**config.mk**
```make
export PLATFORM = sky130hd
export DESIGN_NAME = rfcmc_core
export DESIGN_NICKNAME = d
export VERILOG_FILES = /design/src/design/rfcmc_pkg.sv /design/src/design/rfcmc_core.sv
export SDC_FILE = /design/constraint.sdc
export NUM_CORES = 1
export LEC_CHECK = 0
export BUFFER_PORTS_ARGS = -buffer_cell sky130_fd_sc_hd__buf_4
export CAP_MARGIN = 5
export CELL_PAD_IN_SITES_DETAIL_PLACEMENT = 0
export CELL_PAD_IN_SITES_GLOBAL_PLACEMENT = 1
export CORE_MARGIN = 2
export CORE_UTILIZATION = 47
export CTS_CLUSTER_SIZE = 28
export DETAILED_ROUTE_END_ITERATION = 8
export HOLD_SLACK_MARGIN = 0.12
export PLACE_DENSITY = 0.91
export SLEW_MARGIN = 5
export SYNTH_ARGS = -nofsm -noshare
export SYNTH_HDL_FRONTEND = slang
export SYNTH_SLANG_ARGS = --single-unit
```
**constraint.sdc**
```tcl
create_clock -name clk -period 10.27 [get_ports clk]
set_clock_uncertainty 0.15 [all_clocks]
set_input_delay 1.5405 -clock clk [delete_from_list [all_inputs] [get_ports clk]]
set_output_delay 1.5405 -clock clk [all_outputs]
set_load 0.05 [all_outputs]
```
**src/design/rfcmc_pkg.sv**
```systemverilog
package rfcmc_pkg;

    // ------------------------------------------------------------
    // register byte offsets
    // ------------------------------------------------------------
    localparam logic [7:0] RFCMC_CTL_OFS = 8'h00;
    localparam logic [7:0] RFCMC_TRG_OFS = 8'h04;
    localparam logic [7:0] RFCMC_MEAS_OFS = 8'h08;
    localparam logic [7:0] RFCMC_TBASE_OFS = 8'h0C;
    localparam logic [7:0] RFCMC_FLG_OFS = 8'h10;

    // ------------------------------------------------------------
    // control register field positions
    // ------------------------------------------------------------
    localparam int RFCMC_CTL_MODE0_LSB = 0;
    localparam int RFCMC_CTL_MODE1_LSB = 2;
    localparam int RFCMC_CTL_EXT_BIT = 4;
    localparam int RFCMC_CTL_CONT_BIT = 5;
    localparam int RFCMC_CTL_CHAN_BIT = 6;
    localparam int RFCMC_CTL_EN_BIT = 7;

    // trigger register bits
    localparam int RFCMC_TRG_REF_BIT = 0;
    localparam int RFCMC_TRG_SENA_BIT = 1;
    localparam int RFCMC_TRG_SENB_BIT = 2;

    // flag register bits
    localparam int RFCMC_FLG_REF_DONE = 0;
    localparam int RFCMC_FLG_SENA_DONE = 1;
    localparam int RFCMC_FLG_SENB_DONE = 2;
    localparam int RFCMC_FLG_MEAS_OVF = 3;
    localparam int RFCMC_FLG_TBASE_OVF = 4;

    // ------------------------------------------------------------
    // widths and reset values
    // ------------------------------------------------------------
    localparam int RFCMC_CNT_W = 24;
    localparam logic [23:0] RFCMC_CNT_RST = 24'h000000;
    localparam logic [23:0] RFCMC_CNT_MAX = 24'hFFFFFF;
    localparam logic [1:0] RFCMC_MODE_RST = 2'h0;

    typedef enum logic [1:0] {
        RFCMC_MODE_DC_RES = 2'b00,
        RFCMC_MODE_AC_RES = 2'b01,
        RFCMC_MODE_DC_CAP = 2'b10,
        RFCMC_MODE_RSVD = 2'b11
    } rfcmc_mode_t;

    typedef enum logic [1:0] {
        RFCMC_ST_IDLE = 2'b00,
        RFCMC_ST_REF = 2'b01,
        RFCMC_ST_SENA = 2'b10,
        RFCMC_ST_SENB = 2'b11
    } rfcmc_state_t;

endpackage

```
**src/design/rfcmc_core.sv**
```systemverilog
`timescale 1ns/1ps
// What this block does
// mode field: DC res, AC res, DC cap
// each channel keeps its own mode
// sensor B only in DC resistive mode
// external enable counts pin pulses instead
// external mode uses identical start/stop sequence
// active oscillation clock drives monitor pin
// continuous bit ignores automatic stop conditions
// 24-bit presettable measurement up counter
// 24-bit presettable time base up/down counter
// time base counts up during reference
// time base counts down, stops at zero
// software clears time base before reference
// software presets measurement counter first
// measurement overflow in sensor phase is error
// software saves reference time base count
// any overflow ends reference, clears start
// zero or overflow ends sensor, clears start
// measurement overflow marks reference complete
// only selected channel oscillates
// counters writable when idle, kept after stop
// one count per oscillation period, synchronised
module rfcmc_core
    import rfcmc_pkg::*;
(
    input wire logic clk,
    input wire logic rst_b,
    input wire logic psel,
    input wire logic penable,
    input wire logic pwrite,
    input wire logic [7:0] paddr,
    input wire logic [31:0] pwdata,
    output logic [31:0] prdata,
    output logic pready,
    output logic pslverr,
    input wire logic cr_osc_clk,
    output logic osc_monitor_out,
    output logic [1:0] ref_drive,
    output logic [1:0] sensor_a_drive,
    output logic [1:0] sensor_b_drive,
    output logic [1:0] ac_bias_en,
    output logic [1:0] cap_mode_en
);

    // ------------------------------------------------------------
    // reset release and oscillation clock synchroniser
    // ------------------------------------------------------------
    logic rst_s1;
    logic rst_s2;
    logic osc_s1;
    logic osc_s2;
    logic osc_s3;
    logic osc_lvl;

    // reset released through two flops
    always_ff @(posedge clk or negedge rst_b) begin
        if (!rst_b) begin
            rst_s1 <= 1'b0;
            rst_s2 <= 1'b0;
        end else begin
            rst_s1 <= 1'b1;
            rst_s2 <= rst_s1;
        end
    end

    // three flops, level changes once stages two and three agree
    always_ff @(posedge clk or negedge rst_s2) begin
        if (!rst_s2) begin
            osc_s1 <= 1'b0;
            osc_s2 <= 1'b0;
            osc_s3 <= 1'b0;
            osc_lvl <= 1'b0;
        end else begin
            osc_s1 <= cr_osc_clk;
            osc_s2 <= osc_s1;
            osc_s3 <= osc_s2;
            if (osc_s2 == osc_s3) begin
                osc_lvl <= osc_s3;
            end
        end
    end

    // ------------------------------------------------------------
    // registers and state
    // ------------------------------------------------------------
    logic [1:0] osc_mode_sel [2];
    logic ext_count_en;
    logic continuous_osc_en;
    logic channel_sel;
    logic conv_en;
    logic ref_osc_start;
    logic sensor_a_start;
    logic sensor_b_start;
    logic [23:0] meas_counter;
    logic [23:0] timebase_counter;
    logic ref_done_flag;
    logic sensor_a_done_flag;
    logic sensor_b_done_flag;
    logic meas_ovf_flag;
    logic timebase_ovf_flag;
    rfcmc_state_t state;
    logic osc_prev;

    logic wr;
    logic running;
    logic osc_rise;
    logic meas_wrap;
    logic tbase_wrap;
    logic tbase_zero;
    logic auto_stop;
    logic [1:0] cur_mode;

    assign wr = psel && penable && pwrite;
    assign running = (state != RFCMC_ST_IDLE);
    assign cur_mode = osc_mode_sel[channel_sel];
    // one rising edge per period of the counted clock
    assign osc_rise = osc_lvl && !osc_prev;
    assign meas_wrap = osc_rise && (meas_counter == RFCMC_CNT_MAX);
    assign tbase_wrap = (state == RFCMC_ST_REF)
                        && (timebase_counter == RFCMC_CNT_MAX);
    assign tbase_zero = (state == RFCMC_ST_SENA || state == RFCMC_ST_SENB)
                        && (timebase_counter == 24'h000001);
    assign auto_stop = !continuous_osc_en
                       && (meas_wrap || tbase_wrap || tbase_zero);

    // true when a bus write sets bit b of the register at ofs
    function automatic logic wr_bit(input logic [7:0] ofs, input int b);
        wr_bit = wr && (paddr == ofs) && pwdata[b];
    endfunction

    // ------------------------------------------------------------
    // control register, per channel modes
    // ------------------------------------------------------------
    always_ff @(posedge clk or negedge rst_s2) begin
        if (!rst_s2) begin
            osc_mode_sel[0] <= RFCMC_MODE_RST;
            osc_mode_sel[1] <= RFCMC_MODE_RST;
            ext_count_en <= 1'b0;
            continuous_osc_en <= 1'b0;
            channel_sel <= 1'b0;
            conv_en <= 1'b0;
        end else if (wr && paddr == RFCMC_CTL_OFS && !running) begin
            osc_mode_sel[0] <= pwdata[RFCMC_CTL_MODE0_LSB +: 2];
            osc_mode_sel[1] <= pwdata[RFCMC_CTL_MODE1_LSB +: 2];
            ext_count_en <= pwdata[RFCMC_CTL_EXT_BIT];
            continuous_osc_en <= pwdata[RFCMC_CTL_CONT_BIT];
            channel_sel <= pwdata[RFCMC_CTL_CHAN_BIT];
            conv_en <= pwdata[RFCMC_CTL_EN_BIT];
        end
    end

    // ------------------------------------------------------------
    // sequencer: one phase at a time on the selected channel
    // ------------------------------------------------------------
    always_ff @(posedge clk or negedge rst_s2) begin
        if (!rst_s2) begin
            state <= RFCMC_ST_IDLE;
        end else begin
            case (state)
                RFCMC_ST_IDLE: begin
                    if (wr && paddr == RFCMC_TRG_OFS && conv_en) begin
                        if (pwdata[RFCMC_TRG_REF_BIT]) begin
                            state <= RFCMC_ST_REF;
                        end else if (pwdata[RFCMC_TRG_SENA_BIT]) begin
                            state <= RFCMC_ST_SENA;
                        end else if (pwdata[RFCMC_TRG_SENB_BIT]
                                     && cur_mode == RFCMC_MODE_DC_RES) begin
                            state <= RFCMC_ST_SENB;
                        end
                    end
                end
                default: begin
                    // any software trigger write or automatic stop
                    if ((wr && paddr == RFCMC_TRG_OFS) || auto_stop) begin
                        state <= RFCMC_ST_IDLE;
                    end
                end
            endcase
        end
    end

    // start bits mirror the running phase
    always_ff @(posedge clk or negedge rst_s2) begin
        if (!rst_s2) begin
            ref_osc_start <= 1'b0;
            sensor_a_start <= 1'b0;
            sensor_b_start <= 1'b0;
            osc_prev <= 1'b0;
        end else begin
            osc_prev <= osc_lvl;
            ref_osc_start <= 1'b0;
            sensor_a_start <= 1'b0;
            sensor_b_start <= 1'b0;
            case (state)
                // any trigger write stops the phase, as in the sequencer
                RFCMC_ST_REF: ref_osc_start <= !auto_stop
                    && !(wr && paddr == RFCMC_TRG_OFS);
                RFCMC_ST_SENA: sensor_a_start <= !auto_stop
                    && !(wr && paddr == RFCMC_TRG_OFS);
                RFCMC_ST_SENB: sensor_b_start <= !auto_stop
                    && !(wr && paddr == RFCMC_TRG_OFS);
                default: begin
                    if (wr && paddr == RFCMC_TRG_OFS && conv_en) begin
                        ref_osc_start <= pwdata[RFCMC_TRG_REF_BIT];
                        sensor_a_start <= !pwdata[RFCMC_TRG_REF_BIT]
                            && pwdata[RFCMC_TRG_SENA_BIT];
                        sensor_b_start <= !pwdata[RFCMC_TRG_REF_BIT]
                            && !pwdata[RFCMC_TRG_SENA_BIT]
                            && pwdata[RFCMC_TRG_SENB_BIT]
                            && cur_mode == RFCMC_MODE_DC_RES;
                    end
                end
            endcase
        end
    end

    // ------------------------------------------------------------
    // counters
    // ------------------------------------------------------------
    // measurement counter: preset when idle, counts oscillation edges
    always_ff @(posedge clk or negedge rst_s2) begin
        if (!rst_s2) begin
            meas_counter <= RFCMC_CNT_RST;
        end else if (!running) begin
            if (wr && paddr == RFCMC_MEAS_OFS) begin
                meas_counter <= pwdata[23:0];
            end
        end else if (osc_rise) begin
            meas_counter <= meas_counter + 24'h000001;
        end
    end

    // time base counter: up in reference, down in sensor phase
    always_ff @(posedge clk or negedge rst_s2) begin
        if (!rst_s2) begin
            timebase_counter <= RFCMC_CNT_RST;
        end else begin
            case (state)
                RFCMC_ST_IDLE: begin
                    if (wr && paddr == RFCMC_TBASE_OFS) begin
                        timebase_counter <= pwdata[23:0];
                    end
                end
                RFCMC_ST_REF: begin
                    timebase_counter <= timebase_counter + 24'h000001;
                end
                default: begin
                    if (timebase_counter != RFCMC_CNT_RST) begin
                        timebase_counter <= timebase_counter - 24'h000001;
                    end
                end
            endcase
        end
    end

    // ------------------------------------------------------------
    // completion and error flags, write one to clear, set wins
    // ------------------------------------------------------------
    always_ff @(posedge clk or negedge rst_s2) begin
        if (!rst_s2) begin
            ref_done_flag <= 1'b0;
            sensor_a_done_flag <= 1'b0;
            sensor_b_done_flag <= 1'b0;
            meas_ovf_flag <= 1'b0;
            timebase_ovf_flag <= 1'b0;
        end else begin
            if (wr_bit(RFCMC_FLG_OFS, RFCMC_FLG_REF_DONE))
                ref_done_flag <= 1'b0;
            if (wr_bit(RFCMC_FLG_OFS, RFCMC_FLG_SENA_DONE))
                sensor_a_done_flag <= 1'b0;
            if (wr_bit(RFCMC_FLG_OFS, RFCMC_FLG_SENB_DONE))
                sensor_b_done_flag <= 1'b0;
            if (wr_bit(RFCMC_FLG_OFS, RFCMC_FLG_MEAS_OVF))
                meas_ovf_flag <= 1'b0;
            if (wr_bit(RFCMC_FLG_OFS, RFCMC_FLG_TBASE_OVF))
                timebase_ovf_flag <= 1'b0;
            if (state == RFCMC_ST_REF && meas_wrap)
                ref_done_flag <= 1'b1;
            if (tbase_wrap)
                timebase_ovf_flag <= 1'b1;
            if (state == RFCMC_ST_SENA && tbase_zero)
                sensor_a_done_flag <= 1'b1;
            if (state == RFCMC_ST_SENB && tbase_zero)
                sensor_b_done_flag <= 1'b1;
            if ((state == RFCMC_ST_SENA || state == RFCMC_ST_SENB)
                && meas_wrap)
                meas_ovf_flag <= 1'b1;
        end
    end

    // ------------------------------------------------------------
    // pin side drive and monitor output
    // ------------------------------------------------------------
    always_ff @(posedge clk or negedge rst_s2) begin
        if (!rst_s2) begin
            osc_monitor_out <= 1'b0;
            ref_drive <= 2'b00;
            sensor_a_drive <= 2'b00;
            sensor_b_drive <= 2'b00;
            ac_bias_en <= 2'b00;
            cap_mode_en <= 2'b00;
        end else begin
            osc_monitor_out <= running && osc_lvl;
            ref_drive <= 2'b00;
            sensor_a_drive <= 2'b00;
            sensor_b_drive <= 2'b00;
            if (!ext_count_en) begin
                ref_drive[channel_sel] <= (state == RFCMC_ST_REF);
                sensor_a_drive[channel_sel] <= (state == RFCMC_ST_SENA);
                sensor_b_drive[channel_sel] <= (state == RFCMC_ST_SENB);
            end
            for (int i = 0; i < 2; i++) begin
                ac_bias_en[i] <= (osc_mode_sel[i] == RFCMC_MODE_AC_RES);
                cap_mode_en[i] <= (osc_mode_sel[i] == RFCMC_MODE_DC_CAP);
            end
        end
    end

    // ------------------------------------------------------------
    // APB read side, single cycle answer
    // ------------------------------------------------------------
    always_ff @(posedge clk or negedge rst_s2) begin
        if (!rst_s2) begin
            prdata <= 32'h00000000;
            pready <= 1'b0;
            pslverr <= 1'b0;
        end else begin
            pready <= psel && !penable;
            pslverr <= 1'b0;
            prdata <= 32'h00000000;
            if (psel && !penable) begin
                case (paddr)
                    RFCMC_CTL_OFS: prdata <= {24'h000000, conv_en,
                        channel_sel, continuous_osc_en, ext_count_en,
                        osc_mode_sel[1], osc_mode_sel[0]};
                    RFCMC_TRG_OFS: prdata <= {29'h00000000,
                        sensor_b_start, sensor_a_start, ref_osc_start};
                    RFCMC_MEAS_OFS: prdata <= {8'h00, meas_counter};
                    RFCMC_TBASE_OFS: prdata <= {8'h00, timebase_counter};
                    RFCMC_FLG_OFS: prdata <= {27'h0000000,
                        timebase_ovf_flag, meas_ovf_flag,
                        sensor_b_done_flag, sensor_a_done_flag,
                        ref_done_flag};
                    default: pslverr <= 1'b1;
                endcase
            end
        end
    end
endmodule

```
==> flow_summary.toml <==
[die]
start_util_pct = 48.2
design.die.area_um2 = 14600
core.rowCount = 42
pin_count = 91
floorplan.die.height_um = 121
chipWidth_um = 121
core_area_um2 = 13300

[timing]
timing.fmax_ghz = 0.232
setup_repair_after_global_routing_missed_its_margin = "false"
final_max_slew_viol_count = 0
maxSlewHeadroom_pct = 36.5
setup_viol_count_final = 0
worst_pin_slew_ps = 950
final_critical_path_setup_slack_ps = 5960
final_hold_viol_count = 0
sum_neg_setup_slack_ps = 0
timing.final.crit_period_ps = 4310
timing.hold.ws_ps = 178
fin_crit_sh_pct = 42.0

[cts]
post_cts_buffers = 0
inserted_clock_buffers = 9
cts.path.max_buffers = 2
htree_num_levels = 3
cts_tree = "done"
cts_root_buffer = "sky130_fd_sc_hd__clkbuf_16"
tritoncts_num_sinks = 110
clkLatencyLatePin_ps = 360
cts.clk_slew.worst_paths_ps = 70
number_of_gates_resized_after_cts = 0
cts_hold_repair.buffers = 0

[synth]
number_of_enable_type_register_cells_in_the_synthesized_netlist = 0
synth_top_cells_by_area = "sky130_fd_sc_hd__dfrtp_1 (43%), sky130_fd_sc_hd__a21oi_1 (4.8%), sky130_fd_sc_hd__nand2_1 (4.3%)"
synth.yosys.warnings = 0
yosys_register_bits = 110
post_synth_inst_count = 739
netlist_area_um2 = 6410
synth_sequential_area_ratio_pct = 42.9
post_syn_area_per_cell_um2 = 8.68
synth-async-reset-ratio_pct = 100
synth_top_area_cell = "sky130_fd_sc_hd__dfrtp_1"
synth_cell_types = 73
ys.flop_type = "sky130_fd_sc_hd__dfrtp_1"
yosysTopAreaCellShare_pct = 42.9

[placed_design]
place_area_um2 = 6950
place_hpwl_um = 13600
detailedPlace.worstSlack_ps = 5650
gp_routability_congestion = 0.949
port_buffers = 74

[cells_and_area]
layout.cells.most_common = "sky130_fd_sc_hd__dfrtp_1"
synthToLayoutAreaGrowth_pct = 12.8
nets = 820
layout-drive-gt1-share_pct = 16.7
post-route-cell-area_um2 = 7240
antenna-diode-count = 0
layout_common_cells = "sky130_fd_sc_hd__dfrtp_1 (109), sky130_fd_sc_hd__buf_4 (81), sky130_fd_sc_hd__nand2_1 (73), sky130_fd_sc_hd__nor2_1 (70), sky130_fd_sc_hd__a21oi_1 (61)"

[power]
power_frac_clock_pct = 30.5
report.power.total_w = 0.00114
power.ir.vdd_worst_uv = 68.9
p_switching_w = 0.000389
power_switching_share_pct = 34.3
proportion_of_power_drawn_by_flip_flops_and_latches_pct = 52.4
power.internal_w = 0.000747
comb_power_share_pct = 17.2
power_leakage_nw = 3.01
power-per-cell-area_nw_per_um2 = 157

[critical_path]
worst-setup-path-type = "in2reg"
start_kind = "primary input"
reg2reg_to = "timebase_counter[19]"
worst_r2r_path_depth = 6
data_arrival_time_of_the_critical_path_ps = 4400
worst-r2r-setup-slack_ps = 6670
worst-endpoint-required_ps = 10360
endpoint_kind = "flip-flop"
reg2reg_from = "timebase_counter[16]"
crit_path_max_fanout = 19

[global_routing]
grt.total_usage_pct = 27.4
antenna_violations_before_repair = 0
global_route_wire_length_before_repair_um = 31100
grt.overflow.total = 0
grt_max_degree = 66
first_global_vias = 5819

[drt]
drc_errors = 0
postRouteAntennaNets = 0
vias_per_cell = 6.61
drtIter0Drc = 795
wl_per_cell_um = 21.1
number_of_vias_in_the_routed_layout = 6271
first_pass_iters = 6
wl_um = 20000

[worst_hold_path]
hold_path.class = "reg2async"

[run_status]
status = "complete, no violations"

[run]
cap_viol_max_count = 0
==> metal layers <==
| layer | part of all wire (%) | vias up | GRT usage [%] | wire length, um |
|---|---|---|---|---|
| met1 | 41 | 3008 | 36.5 | 8150 |
| met3 | 8.5 | 69 | 4.01 | 1690 |
| met4 | 4.6 | 0 | 15.5 | 919 |
| li1 | - | 2780 | - | - |
| met2 | 46 | 414 | 42.6 | 9230 |
| met5 | 0 | - | 0 | 0 |
==> stage by stage <==
stage	std cells	util, %
after detailed placement	934	52.3
final	949	54.4
after floorplan	746	-
after CTS	949	54.4
after global placement	934	52.3
after global routing	949	54.4
==> layout make-up <==
| class | count | area [um^2] |
|---|---|---|
| Clock buffer | 13 | 270 |
| Timing Repair Buffer | 81 | 608 |
| Sequential cell | 110 | 2760 |
| Clock inverter | 2 | 16.3 |
| Fill cell | 1195 | 6060 |
| Multi-Input combinational cell | 560 | 3340 |
| Inverter | 7 | 26.3 |
| Tap cell | 176 | 220 |
==> critical path, cell delays in order <==
cell                       delay, ps
sky130_fd_sc_hd__buf_4           100
sky130_fd_sc_hd__or4_1           600
sky130_fd_sc_hd__nor3_2          380
sky130_fd_sc_hd__a41oi_1         410
sky130_fd_sc_hd__nor2_2          780
sky130_fd_sc_hd__a21boi_0        170
sky130_fd_sc_hd__or3_1           410
==> flip-flops by register name, summed over array words and instances (netlist names), 2 cells and up <==
register	count
ac_bias_en	2
osc_mode_sel	4
sensor_a_drive	2
state	2
meas_counter	24
prdata	24
ref_drive	2
cap_mode_en	2
timebase_counter	24
sensor_b_drive	2
==> power groups by stage <==
stage	Clock (W)	Combinational (W)	Sequential, W
after detailed placement	0	0.000191	0.000597
after CTS	0.000349	0.000193	0.000589
after global routing	0.000369	0.000214	0.000601
final	0.000347	0.000195	0.000595
after floorplan	0	0.000193	0.000529
after global placement	0	0.000185	0.000595
==> logic make-up (layout without fill, tap and decap cells) <==
family | Yosys count | count (layout) | share of synthesized area (%)
compound gates | 225 | 225 | 22.0
mux | 20 | 20 | 3.94
flops | 110 | 110 | 42.9
simple gates | 296 | 296 | 23.7
xor+xnor | 4 | 4 | 0.546
buf+inv | 76 | 103 | 5.60
other cells | 2 | 9 | 0.117
fa+ha+maj | 6 | 6 | 1.13
==> cell usage after synthesis, drive strengths merged (5+ instances only) <==
cell type / count
dfrtp: 110
nand2: 73
nor2: 73
a21oi: 61
o21ai: 55
clkbuf: 35
buf: 34
nand3: 32
a22oi: 23
nor4: 22
nor3: 20
o22ai: 17
nand4: 15
mux2: 12
a31oi: 11
and3: 9
and4: 7
inv: 7
nand2b: 7
nor3b: 7
nor2b: 6
o31ai: 6
or4: 6
and2: 5
ha: 5
mux2i: 5
o211ai: 5
==> how the worst max path moves through the flow <==
stage | from | endpoint | slack, ps | cells past startpoint
after floorplan | paddr[1] | timebase_counter[23] | 6600 | 6
after global placement | paddr[1] | timebase_counter[23] | 5720 | 7
after detailed placement | paddr[1] | timebase_counter[23] | 5650 | 7
after CTS | paddr[1] | timebase_counter[23] | 6020 | 7
after global routing | paddr[1] | timebase_counter[23] | 5750 | 7
final | paddr[1] | timebase_counter[23] | 5960 | 7
No activity file was read; power rests on OpenSTA's default activity.
